### config.mk
export PLATFORM = sky130hd
export DESIGN_NAME = tbm_top
export DESIGN_NICKNAME = d
export VERILOG_FILES = /design/src/tbm_pkg.sv /design/src/tbm_top.sv /design/src/tbm_sync.sv
export SDC_FILE = /design/constraint.sdc
export NUM_CORES = 1
export LEC_CHECK = 0
export BUFFER_PORTS_ARGS = -buffer_cell sky130_fd_sc_hd__buf_2
export CORE_ASPECT_RATIO = 0.7
export CORE_UTILIZATION = 48
export CTS_CLUSTER_DIAMETER = 30
export CTS_CLUSTER_SIZE = 24
export DETAILED_ROUTE_END_ITERATION = 10
export PLACE_DENSITY = 0.82
export RECOVER_POWER = 100
export SLEW_MARGIN = 20
export SYNTH_ARGS = -nofsm -noshare
export SYNTH_HDL_FRONTEND = slang
export SYNTH_SLANG_ARGS = --single-unit
### constraint.sdc
create_clock -name clk -period 3.6 [get_ports clk]
set_input_delay 0.72 -clock clk [delete_from_list [all_inputs] [get_ports clk]]
set_output_delay 0.72 -clock clk [all_outputs]
set_load 0.02 [all_outputs]
### src/tbm_pkg.sv
// Constants shared by the test observation multiplexer.
// Assumes a 32-bit AXI4-Lite register bus with 12 address bits.
package tbm_pkg;

  // ----------------------------------------------------------------
  // Register map
  // ----------------------------------------------------------------
  localparam int TBM_ADDR_W = 12;
  localparam logic [9:0] TBM_ANALOG_IDX = 10'h050;
  localparam logic [9:0] TBM_DIGITAL_IDX = 10'h051;
  localparam logic [7:0] TBM_ANALOG_RST = 8'h00;
  localparam logic [7:0] TBM_DIGITAL_RST = 8'h00;

  // ----------------------------------------------------------------
  // Field layout
  // ----------------------------------------------------------------
  localparam int TBM_ATB_W = 5;
  localparam int TBM_DTB_W = 6;
  localparam int TBM_SCAN_BIT = 6;
  localparam int TBM_PINS = 3;

  // ----------------------------------------------------------------
  // Digital selection codes
  // ----------------------------------------------------------------
  localparam logic [5:0] TBM_DTB_ADC = 6'h02;
  localparam logic [5:0] TBM_DTB_CLKDIV = 6'h05;
  localparam logic [5:0] TBM_DTB_SER_AUX = 6'h0C;
  localparam logic [5:0] TBM_DTB_RC_START = 6'h0E;
  localparam logic [5:0] TBM_DTB_RC_RDY = 6'h0F;
  localparam logic [5:0] TBM_DTB_PFD = 6'h1A;
  localparam logic [5:0] TBM_DTB_RX_PH = 6'h31;

  // ----------------------------------------------------------------
  // Bus responses
  // ----------------------------------------------------------------
  localparam logic [1:0] TBM_RESP_OKAY = 2'h0;
  localparam logic [1:0] TBM_RESP_DECERR = 2'h3;

  typedef enum logic [1:0] {
    TBM_SEL_NONE = 2'h0,
    TBM_SEL_ANALOG = 2'h1,
    TBM_SEL_DIGITAL = 2'h2
  } tbm_sel_t;

  // Decodes a word address into the register it names.
  function automatic tbm_sel_t tbm_decode(input logic [TBM_ADDR_W-1:0] addr);
    if (addr[TBM_ADDR_W-1:2] == TBM_ANALOG_IDX) begin
      return TBM_SEL_ANALOG;
    end else if (addr[TBM_ADDR_W-1:2] == TBM_DIGITAL_IDX) begin
      return TBM_SEL_DIGITAL;
    end
    return TBM_SEL_NONE;
  endfunction

endpackage

### src/tbm_top.sv
// Test observation multiplexer with its AXI4-Lite register slave.
// Assumes observed signals come from logic on clk; only the pin 0 pad input is
// asynchronous. Analog routing itself lives in the analog macro fed by atb_select.
//
// Contract
// - Low five analog bits pick test pair.
// - Bit 6 turns pin 0 into scan enable.
// - Six digital bits pick triple; pin configured.
// - Both selector registers reset to zero.
// - Code 14 shows oscillator calibration starts.
// - Code 15 shows calibration ready, crystal request.
// - Code 12 shows serial and interrupt aux.
// - Code 26 shows up, down, their XOR.
// - Code 5 shows divider and clock-out enables.
// - Code 2 shows aux converter status.
// - Code 49 shows receive packet engine status.
module tbm_top
  import tbm_pkg::*;
(
  // Clock and reset.
  input wire logic clk,
  input wire logic rst_n,
  // AXI4-Lite write channels.
  input wire logic [tbm_pkg::TBM_ADDR_W-1:0] s_axi_awaddr,
  input wire logic s_axi_awvalid,
  output logic s_axi_awready,
  input wire logic [31:0] s_axi_wdata,
  input wire logic [3:0] s_axi_wstrb,
  input wire logic s_axi_wvalid,
  output logic s_axi_wready,
  output logic [1:0] s_axi_bresp,
  output logic s_axi_bvalid,
  input wire logic s_axi_bready,
  // AXI4-Lite read channels.
  input wire logic [tbm_pkg::TBM_ADDR_W-1:0] s_axi_araddr,
  input wire logic s_axi_arvalid,
  output logic s_axi_arready,
  output logic [31:0] s_axi_rdata,
  output logic [1:0] s_axi_rresp,
  output logic s_axi_rvalid,
  input wire logic s_axi_rready,
  // Pin configuration from the pin control block.
  input wire logic [tbm_pkg::TBM_PINS-1:0] gpio_mux_cfg,
  // Observed internal signals.
  input wire logic aux_converter_enable,
  input wire logic aux_conv_ready_n,
  input wire logic aux_conv_done,
  input wire logic clkdiv_enable_sync,
  input wire logic clkout_enable,
  input wire logic clkout_enable_sync,
  input wire logic ser_out_aux_select,
  input wire logic ser_out_aux,
  input wire logic irq_aux_select,
  input wire logic rc_full_cal_start,
  input wire logic rc_fine_cal_start,
  input wire logic rc_xtal_request,
  input wire logic rc_coarse_ready,
  input wire logic rc_fine_ready,
  input wire logic rc_xtal_request_sync,
  input wire logic pfd_up,
  input wire logic pfd_down,
  input wire logic rx_packet_engine_enable,
  input wire logic preamble_valid,
  input wire logic packet_searching,
  // General-purpose pins 0 to 2.
  input wire logic [tbm_pkg::TBM_PINS-1:0] gpio_in,
  output logic [tbm_pkg::TBM_PINS-1:0] gpio_out,
  output logic [tbm_pkg::TBM_PINS-1:0] gpio_oe_n,
  // Scan enable and analog test pair select.
  output logic scan_enable_input,
  output logic [tbm_pkg::TBM_ATB_W-1:0] atb_select
);

  import tbm_pkg::*;

  logic [7:0] analog_probe_select;
  logic [7:0] digital_probe_select;
  logic aw_got;
  logic w_got;
  logic [TBM_ADDR_W-1:0] aw_addr;
  logic [7:0] w_byte;
  logic w_lane0;
  logic gpio0_sync;
  logic [TBM_PINS-1:0] mux_sel;
  logic aw_fire;
  logic w_fire;
  logic b_fire;
  logic ar_fire;
  logic r_fire;
  logic do_write;
  logic next_aw_got;
  logic next_w_got;
  logic next_bvalid;
  logic next_rvalid;
  logic scan_mode;

  // ----------------------------------------------------------------
  // Write channel
  // ----------------------------------------------------------------
  assign aw_fire = s_axi_awvalid & s_axi_awready;
  assign w_fire = s_axi_wvalid & s_axi_wready;
  assign b_fire = s_axi_bvalid & s_axi_bready;
  assign do_write = aw_got & w_got & ~s_axi_bvalid;
  assign next_aw_got = b_fire ? 1'b0 : (aw_got | aw_fire);
  assign next_w_got = b_fire ? 1'b0 : (w_got | w_fire);
  assign next_bvalid = b_fire ? 1'b0 : (s_axi_bvalid | do_write);

  always_ff @(posedge clk) begin
    if (!rst_n) begin
      aw_got <= 1'b0;
      w_got <= 1'b0;
      aw_addr <= '0;
      w_byte <= 8'h00;
      w_lane0 <= 1'b0;
      s_axi_awready <= 1'b0;
      s_axi_wready <= 1'b0;
      s_axi_bvalid <= 1'b0;
      s_axi_bresp <= TBM_RESP_OKAY;
    end else begin
      aw_got <= next_aw_got;
      w_got <= next_w_got;
      s_axi_bvalid <= next_bvalid;
      s_axi_awready <= ~next_aw_got & ~next_bvalid;
      s_axi_wready <= ~next_w_got & ~next_bvalid;
      if (aw_fire) begin
        aw_addr <= s_axi_awaddr;
      end
      if (w_fire) begin
        w_byte <= s_axi_wdata[7:0];
        w_lane0 <= s_axi_wstrb[0];
      end
      if (do_write) begin
        s_axi_bresp <= (tbm_decode(aw_addr) == TBM_SEL_NONE) ? TBM_RESP_DECERR : TBM_RESP_OKAY;
      end
    end
  end

  // ----------------------------------------------------------------
  // Selector registers
  // ----------------------------------------------------------------
  // zero after reset
  always_ff @(posedge clk) begin
    if (!rst_n) begin
      analog_probe_select <= TBM_ANALOG_RST;
      digital_probe_select <= TBM_DIGITAL_RST;
    end else if (do_write && w_lane0) begin
      unique case (tbm_decode(aw_addr))
        TBM_SEL_ANALOG: analog_probe_select <= w_byte;
        TBM_SEL_DIGITAL: digital_probe_select <= w_byte;
        TBM_SEL_NONE: ;
      endcase
    end
  end

  // ----------------------------------------------------------------
  // Read channel
  // ----------------------------------------------------------------
  assign ar_fire = s_axi_arvalid & s_axi_arready;
  assign r_fire = s_axi_rvalid & s_axi_rready;
  assign next_rvalid = r_fire ? 1'b0 : (s_axi_rvalid | ar_fire);

  always_ff @(posedge clk) begin
    if (!rst_n) begin
      s_axi_arready <= 1'b0;
      s_axi_rvalid <= 1'b0;
      s_axi_rdata <= 32'h0000_0000;
      s_axi_rresp <= TBM_RESP_OKAY;
    end else begin
      s_axi_rvalid <= next_rvalid;
      s_axi_arready <= ~next_rvalid;
      if (ar_fire) begin
        unique case (tbm_decode(s_axi_araddr))
          TBM_SEL_ANALOG: begin
            s_axi_rdata <= {24'h00_0000, analog_probe_select};
            s_axi_rresp <= TBM_RESP_OKAY;
          end
          TBM_SEL_DIGITAL: begin
            s_axi_rdata <= {24'h00_0000, digital_probe_select};
            s_axi_rresp <= TBM_RESP_OKAY;
          end
          TBM_SEL_NONE: begin
            s_axi_rdata <= 32'h0000_0000;
            s_axi_rresp <= TBM_RESP_DECERR;
          end
        endcase
      end
    end
  end

  // ----------------------------------------------------------------
  // Analog pair select
  // ----------------------------------------------------------------
  // low five bits
  always_ff @(posedge clk) begin
    if (!rst_n) begin
      atb_select <= '0;
    end else begin
      atb_select <= analog_probe_select[TBM_ATB_W-1:0];
    end
  end

  // ----------------------------------------------------------------
  // Digital triple select
  // ----------------------------------------------------------------
  // The pins are registered from the held selector, so a write shows one clock later.
  always_comb begin
    unique case (digital_probe_select[TBM_DTB_W-1:0])
      TBM_DTB_ADC: mux_sel = {aux_conv_done, aux_conv_ready_n, aux_converter_enable};
      TBM_DTB_CLKDIV: mux_sel = {clkout_enable_sync, clkout_enable, clkdiv_enable_sync};
      TBM_DTB_SER_AUX: mux_sel = {irq_aux_select, ser_out_aux, ser_out_aux_select};
      TBM_DTB_RC_START: mux_sel = {rc_xtal_request, rc_fine_cal_start, rc_full_cal_start};
      TBM_DTB_RC_RDY: mux_sel = {rc_xtal_request_sync, rc_fine_ready, rc_coarse_ready};
      TBM_DTB_PFD: mux_sel = {pfd_up ^ pfd_down, pfd_down, pfd_up};
      TBM_DTB_RX_PH: mux_sel = {packet_searching, preamble_valid, rx_packet_engine_enable};
      default: mux_sel = '0;
    endcase
  end

  assign scan_mode = digital_probe_select[TBM_SCAN_BIT];

  always_ff @(posedge clk) begin
    if (!rst_n) begin
      gpio_out <= '0;
      gpio_oe_n <= '1;
    end else begin
      gpio_out <= mux_sel & gpio_mux_cfg & {2'b11, ~scan_mode};
      gpio_oe_n <= ~(gpio_mux_cfg & {2'b11, ~scan_mode});
    end
  end

  // ----------------------------------------------------------------
  // Scan enable input
  // ----------------------------------------------------------------
  tbm_sync #(
    .WIDTH(1)
  ) u_sync (
    .clk(clk),
    .rst_n(rst_n),
    .async_in(gpio_in[0]),
    .sync_out(gpio0_sync)
  );

  always_ff @(posedge clk) begin
    if (!rst_n) begin
      scan_enable_input <= 1'b0;
    end else begin
      scan_enable_input <= scan_mode & gpio0_sync;
    end
  end

  // ----------------------------------------------------------------
  // Checks
  // ----------------------------------------------------------------
  chk_sel_reset: assert property (@(posedge clk) !rst_n |=>
    (analog_probe_select == 8'h00 && digital_probe_select == 8'h00))
    else $error("selectors not zero after reset");
  chk_atb_follow: assert property (@(posedge clk) disable iff (!rst_n)
    ##1 atb_select == $past(analog_probe_select[4:0]))
    else $error("analog pair select does not follow register");
  chk_scan_pin: assert property (@(posedge clk) disable iff (!rst_n)
    scan_mode |=> gpio_oe_n[0] && scan_enable_input == $past(gpio0_sync))
    else $error("pin 0 not released to scan enable");
  chk_cfg_gate: assert property (@(posedge clk) disable iff (!rst_n)
    !gpio_mux_cfg[1] |=> gpio_oe_n[1] && !gpio_out[1])
    else $error("unconfigured pin driven");
  chk_rc_start: assert property (@(posedge clk) disable iff (!rst_n)
    (digital_probe_select[6:0] == {1'h0, TBM_DTB_RC_START} && gpio_mux_cfg == 3'h7)
    |=> gpio_out == {$past(rc_xtal_request), $past(rc_fine_cal_start), $past(rc_full_cal_start)})
    else $error("code 14 triple wrong");
  chk_rc_ready: assert property (@(posedge clk) disable iff (!rst_n)
    (digital_probe_select[6:0] == {1'h0, TBM_DTB_RC_RDY} && gpio_mux_cfg == 3'h7)
    |=> gpio_out[2] == $past(rc_xtal_request_sync) && gpio_out[0] == $past(rc_coarse_ready))
    else $error("code 15 triple wrong");
  chk_aux_sel: assert property (@(posedge clk) disable iff (!rst_n)
    (digital_probe_select[6:0] == {1'h0, TBM_DTB_SER_AUX} && gpio_mux_cfg == 3'h7)
    |=> gpio_out[1] == $past(ser_out_aux) && gpio_out[2] == $past(irq_aux_select))
    else $error("code 12 triple wrong");
  chk_pfd_xor: assert property (@(posedge clk) disable iff (!rst_n)
    (digital_probe_select[6:0] == {1'h0, TBM_DTB_PFD} && gpio_mux_cfg == 3'h7)
    |=> gpio_out[2] == (gpio_out[0] ^ gpio_out[1]) && gpio_out[0] == $past(pfd_up))
    else $error("code 26 triple wrong");
  chk_clk_div: assert property (@(posedge clk) disable iff (!rst_n)
    (digital_probe_select[6:0] == {1'h0, TBM_DTB_CLKDIV} && gpio_mux_cfg == 3'h7)
    |=> gpio_out[1] == $past(clkout_enable) && gpio_out[0] == $past(clkdiv_enable_sync))
    else $error("code 5 triple wrong");
  chk_adc_status: assert property (@(posedge clk) disable iff (!rst_n)
    (digital_probe_select[6:0] == {1'h0, TBM_DTB_ADC} && gpio_mux_cfg == 3'h7)
    |=> gpio_out[1] == $past(aux_conv_ready_n) && gpio_out[2] == $past(aux_conv_done))
    else $error("code 2 triple wrong");
  chk_rx_engine: assert property (@(posedge clk) disable iff (!rst_n)
    (digital_probe_select[6:0] == {1'h0, TBM_DTB_RX_PH} && gpio_mux_cfg == 3'h7)
    |=> gpio_out[0] == $past(rx_packet_engine_enable) && gpio_out[2] == $past(packet_searching))
    else $error("code 49 triple wrong");
  chk_undef_zero: assert property (@(posedge clk) disable iff (!rst_n)
    (digital_probe_select[5:0] == 6'h3F) |=> gpio_out == 3'h0)
    else $error("undefined code drives pins");
  chk_write_reach: assert property (@(posedge clk) disable iff (!rst_n)
    (do_write && w_lane0 && tbm_decode(aw_addr) == TBM_SEL_DIGITAL && gpio_mux_cfg == 3'h7
     && $stable(gpio_mux_cfg))
    |=> digital_probe_select == $past(w_byte) ##1 gpio_oe_n[2] == 1'b0)
    else $error("digital write not seen at pins in time");
  chk_bresp_pair: assert property (@(posedge clk) disable iff (!rst_n)
    do_write |=> s_axi_bvalid [*1] ##0 !s_axi_awready && !s_axi_wready)
    else $error("write answer missing");

  cov_write: cover property (@(posedge clk) disable iff (!rst_n) b_fire);
  cov_read: cover property (@(posedge clk) disable iff (!rst_n) r_fire);
  cov_scan: cover property (@(posedge clk) disable iff (!rst_n) scan_enable_input);
  cov_pfd: cover property (@(posedge clk) disable iff (!rst_n)
    digital_probe_select[5:0] == 6'h1A && gpio_out[2]);

endmodule

### src/tbm_sync.sv
// Two-flop synchroniser for levels arriving from pins.
// Assumes the input is a slow level; pulses shorter than one clock may be lost.
module tbm_sync #(
  parameter int WIDTH = 1
) (
  // Clock and reset.
  input wire logic clk,
  input wire logic rst_n,
  // Asynchronous level in, synchronised level out.
  input wire logic [WIDTH-1:0] async_in,
  output logic [WIDTH-1:0] sync_out
);

  logic [WIDTH-1:0] stage1;

  // Refuses a width that leaves nothing to synchronise.
  if (WIDTH < 1) begin : g_width_check
    $error("tbm_sync needs WIDTH of at least one");
  end

  always_ff @(posedge clk) begin
    if (!rst_n) begin
      stage1 <= '0;
      sync_out <= '0;
    end else begin
      stage1 <= async_in;
      sync_out <= stage1;
    end
  end

endmodule

==> results.md, run 1 <==
- Status: finished, final reports clean
- Seq cells post-synth: 66
- Placer Congestion: 0.752
- Leak: 1.37 nW
- Detailed-route DRC error count: 0
- Post-Place Setup Slack: 1610 ps
- Diode count: 0
- Inst Count DP: 441
- Count of cell types in the netlist: 36
- Top delay family on crit path: buffers and inverters
- Final std cells w/o fill: 456
- Min cycle time layout: 2280 ps
- Syn-to-layout area delta: 19.7%
- Detail Route Antenna Nets: 0
- Area contributors post-synth: dfxtp_1, mux2i_1, buf_4
- Hold WC Path Type: reg -> reg
- Crit path DAT: 2510 ps
- Clk_lat worst skew: 340 ps
- Hold_sp: u_sync.stage1
- P_int: 0.00117 W
- Number of global-route vias before repair: 2031
- DR vias/cell: 5.03
- Router iterations before antenna repair: 4
- Root Buffer: clkbuf_8
- List of most frequent post-synthesis cells: dfxtp_1, nand2_1, nor2_1
- Gr ovfl total: 0
- Largest net degree at the start of global routing: 48
- Clock Tree Buf Depth: 2
- Post-synth top area share: 48.2%
- Via count: 2293
- Final setup margin: 1320 ps
- Number of buffers created by CTS: 9
- DIE HEIGHT: 65.3 µm
- Synth async-reset ratio: 0%
- Worst slew pin tran: 1410 ps
- Initial antenna violation count: 0
- Syn Area/Cell: 9.27 µm²
- Post-Syn Area: 2740 µm²
- CP max stage delay: 820 ps
- EDFF count, synth: 0
- Hold Buf Count CTS: 0
- Core Footprint: 5370 µm²
- Area leader, netlist: dfxtp_1
- Initial Util: 51.1%
- Start point of the critical path: rst_n
- Fillers: 502
- FF-to-FF Start: s_axi_bvalid
- First-pass GRT wire length: 9.42 mm
- Io pins: 146
- TNS Setup: 0 ps
- PortBufs: 88
- Layout Skew: 5.54 ps
- Worst VDD drop: 0.000332 V
- Max-slew violations: 0
- H-tree Lvls: 3
- Worst setup EP type: flop
- Worst-path clk slew: 60 ps
- Post-CTS setup buffer count: 0
- Register area share after synthesis: 48.2%
- Max-Cap Viols: 0
- Clock Power Share: 41.4%
- Die Width: 92.4 µm
- Nets: 473
- Slew headroom: 5.95%
- Placed inst area: 3120 µm²
- FP Rows: 22
- Startpoint types: input pin
- Period utilization: 63.4%
- CTS tree: built
- Syn. warnings: 0
- Cells after Synth: 296
- Max Clk Rate: 0.438 GHz
- Final hold viol count: 0
- Final setup violation count: 0
- Routed len/inst: 13.0 µm
- Kind of critical path: in -> reg
- Net Switching: 0.000359 W
- RSZ-0062 raised after global routing: no
- # resized after CTS: 0
- Buf+Inv Stages, Crit Path: 2
- Max FO, Critical Path: 47
- All-Layer GR Usage: 20.6%
- Flop pwr share: 50.0%
- Drt total wl: 5.92 mm
- Cell Pwr Density: 465 nW/µm²
- HPWL after DPL: 4.22 mm
- Cell with the most instances after synthesis: dfxtp_1
- Critical path's slowest cell: inv_1
- Net Sw Frac: 23.5%
- Die area: 6030 µm²
- Combinational Power Share: 8.7%
- CTS Sinks: 66
- Ys flop type: dfxtp_1
- Required @ worst endpoint: 3830 ps
- Number of DRC markers in iteration 0: 128
- Final Cell Area: 3290 µm²
- CP Cell Sequence: clkbuf_1, inv_1, a221oi_1
- Share of post-route cells with drive strength above 1: 19.5%
## power groups by stage
stage,clock network [W],logic (W),registers (W)
6_report,0.000632,0.000133,0.000764
3_5_place_dp,0,0.000134,0.000780
2_1_floorplan,0,0.0000966,0.000786
3_3_place_gp,0,0.000131,0.000779
5_1_grt,0.000682,0.000146,0.000767
4_1_cts,0.000644,0.000135,0.000764
## layout make-up
type,instances,area (µm²),area share (%)
Sequential cell,66,1320,40.2
Multi-Input combinational cell,213,1260,38.3
Timing Repair Buffer,88,403,12.3
Clock buffer,13,169,5.14
Tap cell,72,90.1,2.74
Clock inverter,2,35.0,1.07
Inverter,2,7.51,0.228
## cell families after synthesis
kind of cell / count (synthesis) / share of synthesized area [%]
simple gates: 116 / 21.3
flops: 66 / 48.2
other cells: 1 / 0.137
buf+inv: 40 / 9.07
mux: 28 / 10.4
compound gates: 44 / 10.7
xor+xnor: 1 / 0.319
## layer usage
metal	wire (µm)	GRT usage (%)	vias up
met5	0	0	-
met4	59	6.64	0
met3	507	9.03	6
met1	2800	26.3	1054
met2	2560	31.1	97
li1	-	-	1136
## sequential cells by signal, indices dropped and copies added (netlist names), 3 cells and up
name,cells
analog_probe_select,8
atb_select,5
aw_addr,10
digital_probe_select,8
gpio_oe_n,3
gpio_out,3
s_axi_rdata,8
w_byte,8
## final timing paths
path	to	slack, ps	cells after the start
min reg2reg	u_sync.sync_out	430	1
min	u_sync.sync_out	430	1
max	s_axi_bresp[0]	1320	3
max reg2reg	analog_probe_select[2]	1610	4
## layout by cell type (no fill, tap or decap), types with 2 or more instances in the layout
master	instances
dfxtp_1	66
buf_2	58
nand2_1	47
nor2_1	31
clkbuf_1	31
mux2i_1	25
conb_1	24
a21oi_1	21
clkbuf_8	12
and2_1	9
a2bb2oi_1	8
nor3_1	6
a22oi_1	6
nand4bb_1	3
nor3b_1	3
a32o_1	3
a31oi_1	3
inv_1	2
and2_0	2
o21a_1	2
nand3b_1	2
nand2b_1	2
or4b_1	2
nor4b_1	2
mux2_1	2
## stage by stage
stage,hold WS [ps],total power (W),utilization [%]
2_1_floorplan,412,0.000882,-
3_3_place_gp,419,0.000910,58.1
3_5_place_dp,420,0.000914,58.1
4_1_cts,436,0.00154,61.9
5_1_grt,465,0.00160,61.2
6_report,433,0.00153,61.2
## worst reg2reg max path, delay by kind of cell, from the launching register on
family | cells | cell delay (ps)
muxes | 1 | 240
DFF | 1 | 350
and+or+nand+nor | 3 | 1230
No activity file was read; power rests on OpenSTA's default activity.
==> run 2, diff against run 1 <==
--- a/config.mk
+++ b/config.mk
@@ -5,13 +5,14 @@
 export SDC_FILE = /design/constraint.sdc
 export NUM_CORES = 1
 export LEC_CHECK = 0
+export ABC_AREA = 1
 export BUFFER_PORTS_ARGS = -buffer_cell sky130_fd_sc_hd__buf_2
 export CORE_ASPECT_RATIO = 0.7
-export CORE_UTILIZATION = 48
+export CORE_UTILIZATION = 46
 export CTS_CLUSTER_DIAMETER = 30
 export CTS_CLUSTER_SIZE = 24
 export DETAILED_ROUTE_END_ITERATION = 10
-export PLACE_DENSITY = 0.82
+export PLACE_DENSITY = 0.77
 export RECOVER_POWER = 100
 export SLEW_MARGIN = 20
 export SYNTH_ARGS = -nofsm -noshare
==> constraint.sdc (replaced) <==
create_clock -name clk -period 2.4 [get_ports clk]
set_input_delay 0.48 -clock clk [delete_from_list [all_inputs] [get_ports clk]]
set_output_delay 0.48 -clock clk [all_outputs]
set_load 0.02 [all_outputs]
==> results.md, run 2 <==
- Initial antenna violation count: 0 (unchanged)
- Cell with the most instances after synthesis: nor2_1
- Hold Buf Count CTS: 0 (unchanged)
- CTS tree: built
- Period utilization: 72.9%
- Number of global-route vias before repair: 2572 (+27%)
- Placed inst area: 3450 µm² (+11%)
- Status: finished, final reports clean
- Most common cell after layout, fill and taps aside: nor2_1
- Buf+Inv Stages, Crit Path: 1 (-1)
- Critical path's slowest cell: nor3_2
- Startpoint types: flop
- Fin Hold WS: 328 ps (-105 ps)
- Die Width: 99.3 µm (+7.5%)
- Largest net degree at the start of global routing: 49 (+2.1%)
- Max Clk Rate: 0.571 GHz
- EDFF count, synth: 0 (unchanged)
- Diode count: 0 (unchanged)
- Area contributors post-synth: dfxtp_1, nor2_1, nand2_1
- Area leader, netlist: dfxtp_1
- Routed len/inst: 11.0 µm (-15%)
- Initial Util: 48.4% (-2.7 points)
- FF-to-FF Start: w_got
- Syn. warnings: 0 (unchanged)
- Post-synth top area share: 43.3% (-4.8 points)
- CP max stage delay: 560 ps (-260 ps)
- Most frequent cells in the layout: nor2_1, nand2_1, inv_1, dfxtp_1, buf_2
- Share of post-route cells with drive strength above 1: 14.5% (-5.1 points)
- Detail Route Antenna Nets: 0 (unchanged)
- PortBufs: 88 (unchanged)
- Final setup margin: 649 ps (-669 ps)
- Number of DRC markers in iteration 0: 163 (+27%)
- Max-Cap Viols: 0 (unchanged)
- Placer Congestion: 0.844 (+12%)
- First-pass GRT wire length: 11.2 mm (+19%)
- Worst setup EP type: flop
- Final hold viol count: 0 (unchanged)
- Cell Pwr Density: 675 nW/µm² (+45%)
- Slew headroom: 37.2% (+31 points)
- Clk_lat worst skew: 330 ps (about the same)
- All-Layer GR Usage: 20.6% (about the same)
- Detailed-route DRC error count: 0 (unchanged)
- Clock Power Share: 39.9% (-1.5 points)
- Via count: 2880 (+26%)
- Flop pwr share: 48.4% (-1.6 points)
- Final Cell Area: 3600 µm² (+9.6%)
- P_int: 0.00180 W (+54%)
- Max reg flops: 10 (unchanged)
- Count of cell types in the netlist: 22 (-39%)
- CTS Sinks: 66 (unchanged)
- # resized after CTS: 0 (unchanged)
- Net Sw Frac: 25.8% (+2.3 points)
- Hold WC Path Type: in -> reg
- Register area share after synthesis: 43.3% (-4.8 points)
- Number of buffers created by CTS: 9 (unchanged)
- Layout Skew: 7.43 ps (+1.89 ps)
- Post-Syn Area: 3050 µm² (+11%)
- DR vias/cell: 4.67 (-7.2%)
- Drt total wl: 6.79 mm (+15%)
- Top delay family on crit path: simple AND/OR/NAND/NOR gates
- HPWL after DPL: 4.99 mm (+18%)
- Leak: 1.83 nW (+33%)
- DIE HEIGHT: 70.1 µm (+7.5%)
- Worst VDD drop: 0.000303 V (-8.5%)
- Core Footprint: 6310 µm² (+17%)
- Die area: 6970 µm² (+16%)
- Io pins: 146 (unchanged)
- Nets: 627 (+33%)
- Router iterations before antenna repair: 4 (unchanged)
- Combinational Power Share: 11.6% (+2.9 points)
- Start point of the critical path: w_got
- Final setup violation count: 0 (unchanged)
- Root Buffer: clkbuf_8
- FP Rows: 24 (+9.1%)
- List of most frequent post-synthesis cells: nor2_1, nand2_1, inv_1
- Post-Place Setup Slack: 716 ps (-893 ps)
- Post-CTS setup buffer count: 0 (unchanged)
- Max-slew violations: 0 (unchanged)
- RSZ-0062 raised after global routing: no
- Kind of critical path: reg -> reg
- Ys flop type: dfxtp_1
- H-tree Lvls: 3 (unchanged)
- Syn-to-layout area delta: 18.0%
- Largest register by flop count: aw_addr
- TNS Setup: 0 ps (unchanged)
- Worst slew pin tran: 938 ps (-471 ps)
- Syn Area/Cell: 6.82 µm² (-26%)
- Required @ worst endpoint: 2670 ps (-1160 ps)
- CP Cell Sequence: nand2_1, nor3_2, nand3_1, nand2_1, inv_1, nor2_1
- Hold_sp: gpio_mux_cfg[2]
- Gr ovfl total: 0 (unchanged)
- Worst-path clk slew: 70 ps (about the same)
- Clock Tree Buf Depth: 2 (unchanged)
- R2r setup slk: 650 ps (-960 ps)
- Cells after Synth: 447 (+51%)
- Most frequent cell on the critical path: nand2_1
- Crit path DAT: 2030 ps (-480 ps)
- Seq cells post-synth: 66 (unchanged)
- Net Switching: 0.000628 W (+75%)
- Min cycle time layout: 1750 ps
- Max FO, Critical Path: 10 (-79%)
- Synth async-reset ratio: 0% (unchanged)
[run 2: cell types whose count changed in the layout (fill, tap and decap cells not counted), sizes merged, moves of 4 or more]
cell | previous run | this run
o21ai | 0 | 25
nand2 | 47 | 78
inv | 2 | 69
nor2 | 31 | 91
a2bb2oi | 8 | 0
a21oi | 21 | 17
nand3 | 0 | 39
mux2i | 25 | 0
nand4 | 0 | 18
and2 | 11 | 0
a22oi | 6 | 0
[run 2: layout make-up]
class                           instances  area [µm²]
Fill cell                             624        2710
Sequential cell                        66        1320
Multi-Input combinational cell        296        1290
Timing Repair Buffer                   91         415
Inverter                               70         263
Clock buffer                           13         169
Tap cell                               78        97.6
Clock inverter                          3        46.3
[run 2: worst paths after layout]
path              cells past startpoint                endpoint
setup / recovery                      6  analog_probe_select[5]
hold / removal                        2            gpio_oe_n[2]
setup reg to reg                      6  analog_probe_select[5]
hold reg to reg                       2       scan_enable_input
[run 2: cells by family after synthesis]
kind of cell,Yosys count,synth area share [%]
compound gates,43,7.10
buf+inv,108,16.8
flops,66,43.3
other cells,1,0.123
simple gates,229,32.6
[run 2: stage by stage]
stage                     instances  utilization, %  power [W]
after CTS                       617            58.1    0.00247
after global routing            617            57.1    0.00254
after detailed placement        601            54.7    0.00149
after floorplan                 470               -    0.00142
final                           617            57.1    0.00243
after global placement          601            54.7    0.00148
[run 2: metal layers]
layer / vias up / share of wire [%] / global-route usage (%)
li1: 1516 / - / -
met1: 1265 / 51 / 28.6
met2: 95 / 42 / 31.3
met3: 4 / 6.5 / 6.01
met4: 0 / 0.69 / 5.39
met5: - / 0 / 0
[run 2: power by group through the flow]
stage               Clock [W]  Sequential, W  Combinational [W]
finish               0.000971        0.00118           0.000283
global placement            0        0.00120           0.000285
global route          0.00105        0.00118           0.000316
detailed placement          0        0.00120           0.000290
CTS                  0.000998        0.00118           0.000292
floorplan                   0        0.00122           0.000194
==> run 3, diff against run 2 <==
--- a/config.mk
+++ b/config.mk
@@ -8,11 +8,11 @@
 export ABC_AREA = 1
 export BUFFER_PORTS_ARGS = -buffer_cell sky130_fd_sc_hd__buf_2
 export CORE_ASPECT_RATIO = 0.7
-export CORE_UTILIZATION = 46
+export CORE_UTILIZATION = 42
 export CTS_CLUSTER_DIAMETER = 30
 export CTS_CLUSTER_SIZE = 24
 export DETAILED_ROUTE_END_ITERATION = 10
-export PLACE_DENSITY = 0.77
+export PLACE_DENSITY = 0.74
 export RECOVER_POWER = 100
 export SLEW_MARGIN = 20
 export SYNTH_ARGS = -nofsm -noshare
==> constraint.sdc (replaced) <==
create_clock -name clk -period 1.5 [get_ports clk]
set_input_delay 0.3 -clock clk [delete_from_list [all_inputs] [get_ports clk]]
set_output_delay 0.3 -clock clk [all_outputs]
set_load 0.02 [all_outputs]
==> results.md, run 3 (same netlist as run 2, synthesis figures left out) <==
- Most common cell after layout, fill and taps aside: nor2_1
- Hold_sp: gpio_in[0]
- Status: finished, final reports clean
- Worst setup EP type: primary output
- Router iterations before antenna repair: 4 (unchanged)
- Via count: 2918 (+1.3%)
- Worst slew pin tran: 508 ps (-431 ps)
- Most frequent cells in the layout: nor2_1, nand2_1, inv_1, dfxtp_1, buf_2
- Detail Route Antenna Nets: 0 (unchanged)
- Detailed-route DRC error count: 0 (unchanged)
- Nets: 636 (+1.4%)
- Top delay family on crit path: flip-flops
- Drt total wl: 7.11 mm (+4.7%)
- Cells on worst reg2reg path: 6 (unchanged)
- Cell Pwr Density: 1040 nW/µm² (+55%)
- Placed inst area: 3550 µm² (+2.9%)
- Hold Buf Count CTS: 0 (unchanged)
- Max FO, Critical Path: 5 (-5)
- Worst VDD drop: 0.000458 V (+51%)
- # resized after CTS: 0 (unchanged)
- Root Buffer: clkbuf_8
- Worst Hold Path EP: u_sync.stage1
- Required @ worst endpoint: 1200 ps (-1470 ps)
- Slew headroom: 66.1% (+29 points)
- DR vias/cell: 4.55 (-2.6%)
- Initial Util: 44.3% (-4.0 points)
- Period utilization: 90.5%
- Critical path's slowest cell: dfxtp_1
- Max Clk Rate: 0.737 GHz
- Syn-to-layout area delta: 21.3%
- DIE HEIGHT: 73.3 µm (+4.5%)
- Diode count: 0 (unchanged)
- Final Cell Area: 3700 µm² (+2.7%)
- Placer Congestion: 0.867 (+2.8%)
- Post-CTS setup buffer count: 0 (unchanged)
- CP Cell Sequence: clkbuf_1
- Hold WC Path Type: in -> reg
- Largest net degree at the start of global routing: 49 (unchanged)
- Layout Skew: 14.7 ps (+7.27 ps)
- Gr ovfl total: 0 (unchanged)
- Routed len/inst: 11.1 µm (+0.59%)
- Worst-path clk slew: 80 ps (about the same)
- HPWL after DPL: 5.25 mm (+5.2%)
- Final hold viol count: 0 (unchanged)
- First-pass GRT wire length: 11.4 mm (+2.0%)
- Initial antenna violation count: 0 (unchanged)
- FF-to-FF Start: aw_addr[10]
- H-tree Lvls: 3 (unchanged)
- FP Rows: 25 (+4.2%)
- CTS tree: built
- RSZ-0062 raised after global routing: no
- TNS Setup: 0 ps (unchanged)
- Io pins: 146 (unchanged)
- Clk_lat worst skew: 340 ps (about the same)
- Number of DRC markers in iteration 0: 159 (-2.5%)
- Clock Tree Buf Depth: 2 (unchanged)
- Number of buffers created by CTS: 9 (unchanged)
- Largest register by flop count: aw_addr
- Share of post-route cells with drive strength above 1: 16.4% (+2.0 points)
- Kind of critical path: reg -> out
- Max-Cap Viols: 0 (unchanged)
- Max-slew violations: 0 (unchanged)
- Fillers: 700 (+12%)
- Final setup margin: 143 ps (-507 ps)
- Max reg flops: 10 (unchanged)
- Leak: 1.87 nW (+2.2%)
- Core Footprint: 6880 µm² (+9.1%)
- Buf+Inv Stages, Crit Path: 1 (unchanged)
- Min cycle time layout: 1360 ps
- CTS Sinks: 66 (unchanged)
- Number of global-route vias before repair: 2557 (-0.58%)
- R2r setup slk: 210 ps (-440 ps)
- Reg2reg end: digital_probe_select[4]
- All-Layer GR Usage: 19.4% (-1.2 points)
- Hold Path Cell Cnt: 3 (+1)
- Startpoint types: flop
- Die area: 7610 µm² (+9.3%)
- CP max stage delay: 460 ps (-100 ps)
- Final setup violation count: 0 (unchanged)
- Die Width: 104 µm (+4.6%)
- Crit path DAT: 1060 ps (-970 ps)
- PortBufs: 88 (unchanged)
- Post-Place Setup Slack: 221 ps (-495 ps)
## run 3: layout make-up
cell class	count	area [µm²]	area share, %
sequential	66	1320	35.7
multi-input combinational	296	1300	35.2
timing repair buffer	100	495	13.4
inverter	70	263	7.10
clock buffer	9	124	3.35
tap	94	118	3.18
clock inverter	7	76.3	2.06
## run 3: worst max path at each step
stage	startpoint	end	slack, ps	depth (start not counted)
finish	s_axi_bvalid	s_axi_bvalid	140	1
global route	aw_addr[10]	digital_probe_select[3]	50	7
global placement	aw_addr[10]	digital_probe_select[6]	250	6
detailed placement	aw_addr[10]	digital_probe_select[4]	220	6
CTS	s_axi_bvalid	s_axi_bvalid	170	1
floorplan	s_axi_bvalid	digital_probe_select[0]	160	5
## run 3: where the power goes
part | leakage (nW) | total, W | internal [W] | switching (W)
clock | 0.0962 | 0.00151 | 0.000778 | 0.000728
combinational | 1.24 | 0.000473 | 0.000159 | 0.000315
sequential | 0.539 | 0.00188 | 0.00183 | 0.0000478
total | 1.87 | 0.00386 | 0.00277 | 0.00109
## run 3: through the flow
stage	total power (W)	utilization, %	cells	hold slack (ps)
4_1_cts	0.00392	54.5	642	119
3_3_place_gp	0.00240	51.5	626	395
3_5_place_dp	0.00241	51.5	626	407
5_1_grt	0.00405	53.8	642	133
6_report	0.00386	53.8	642	139
2_1_floorplan	0.00226	-	470	383
## run 3: layer usage
layer / wire [µm] / GRT usage [%] / vias up
met5: 0 / 0 / -
met4: 74 / 5.87 / 0
met3: 420 / 6.21 / 5
met2: 2920 / 29.3 / 98
met1: 3690 / 26.5 / 1283
li1: - / - / 1532
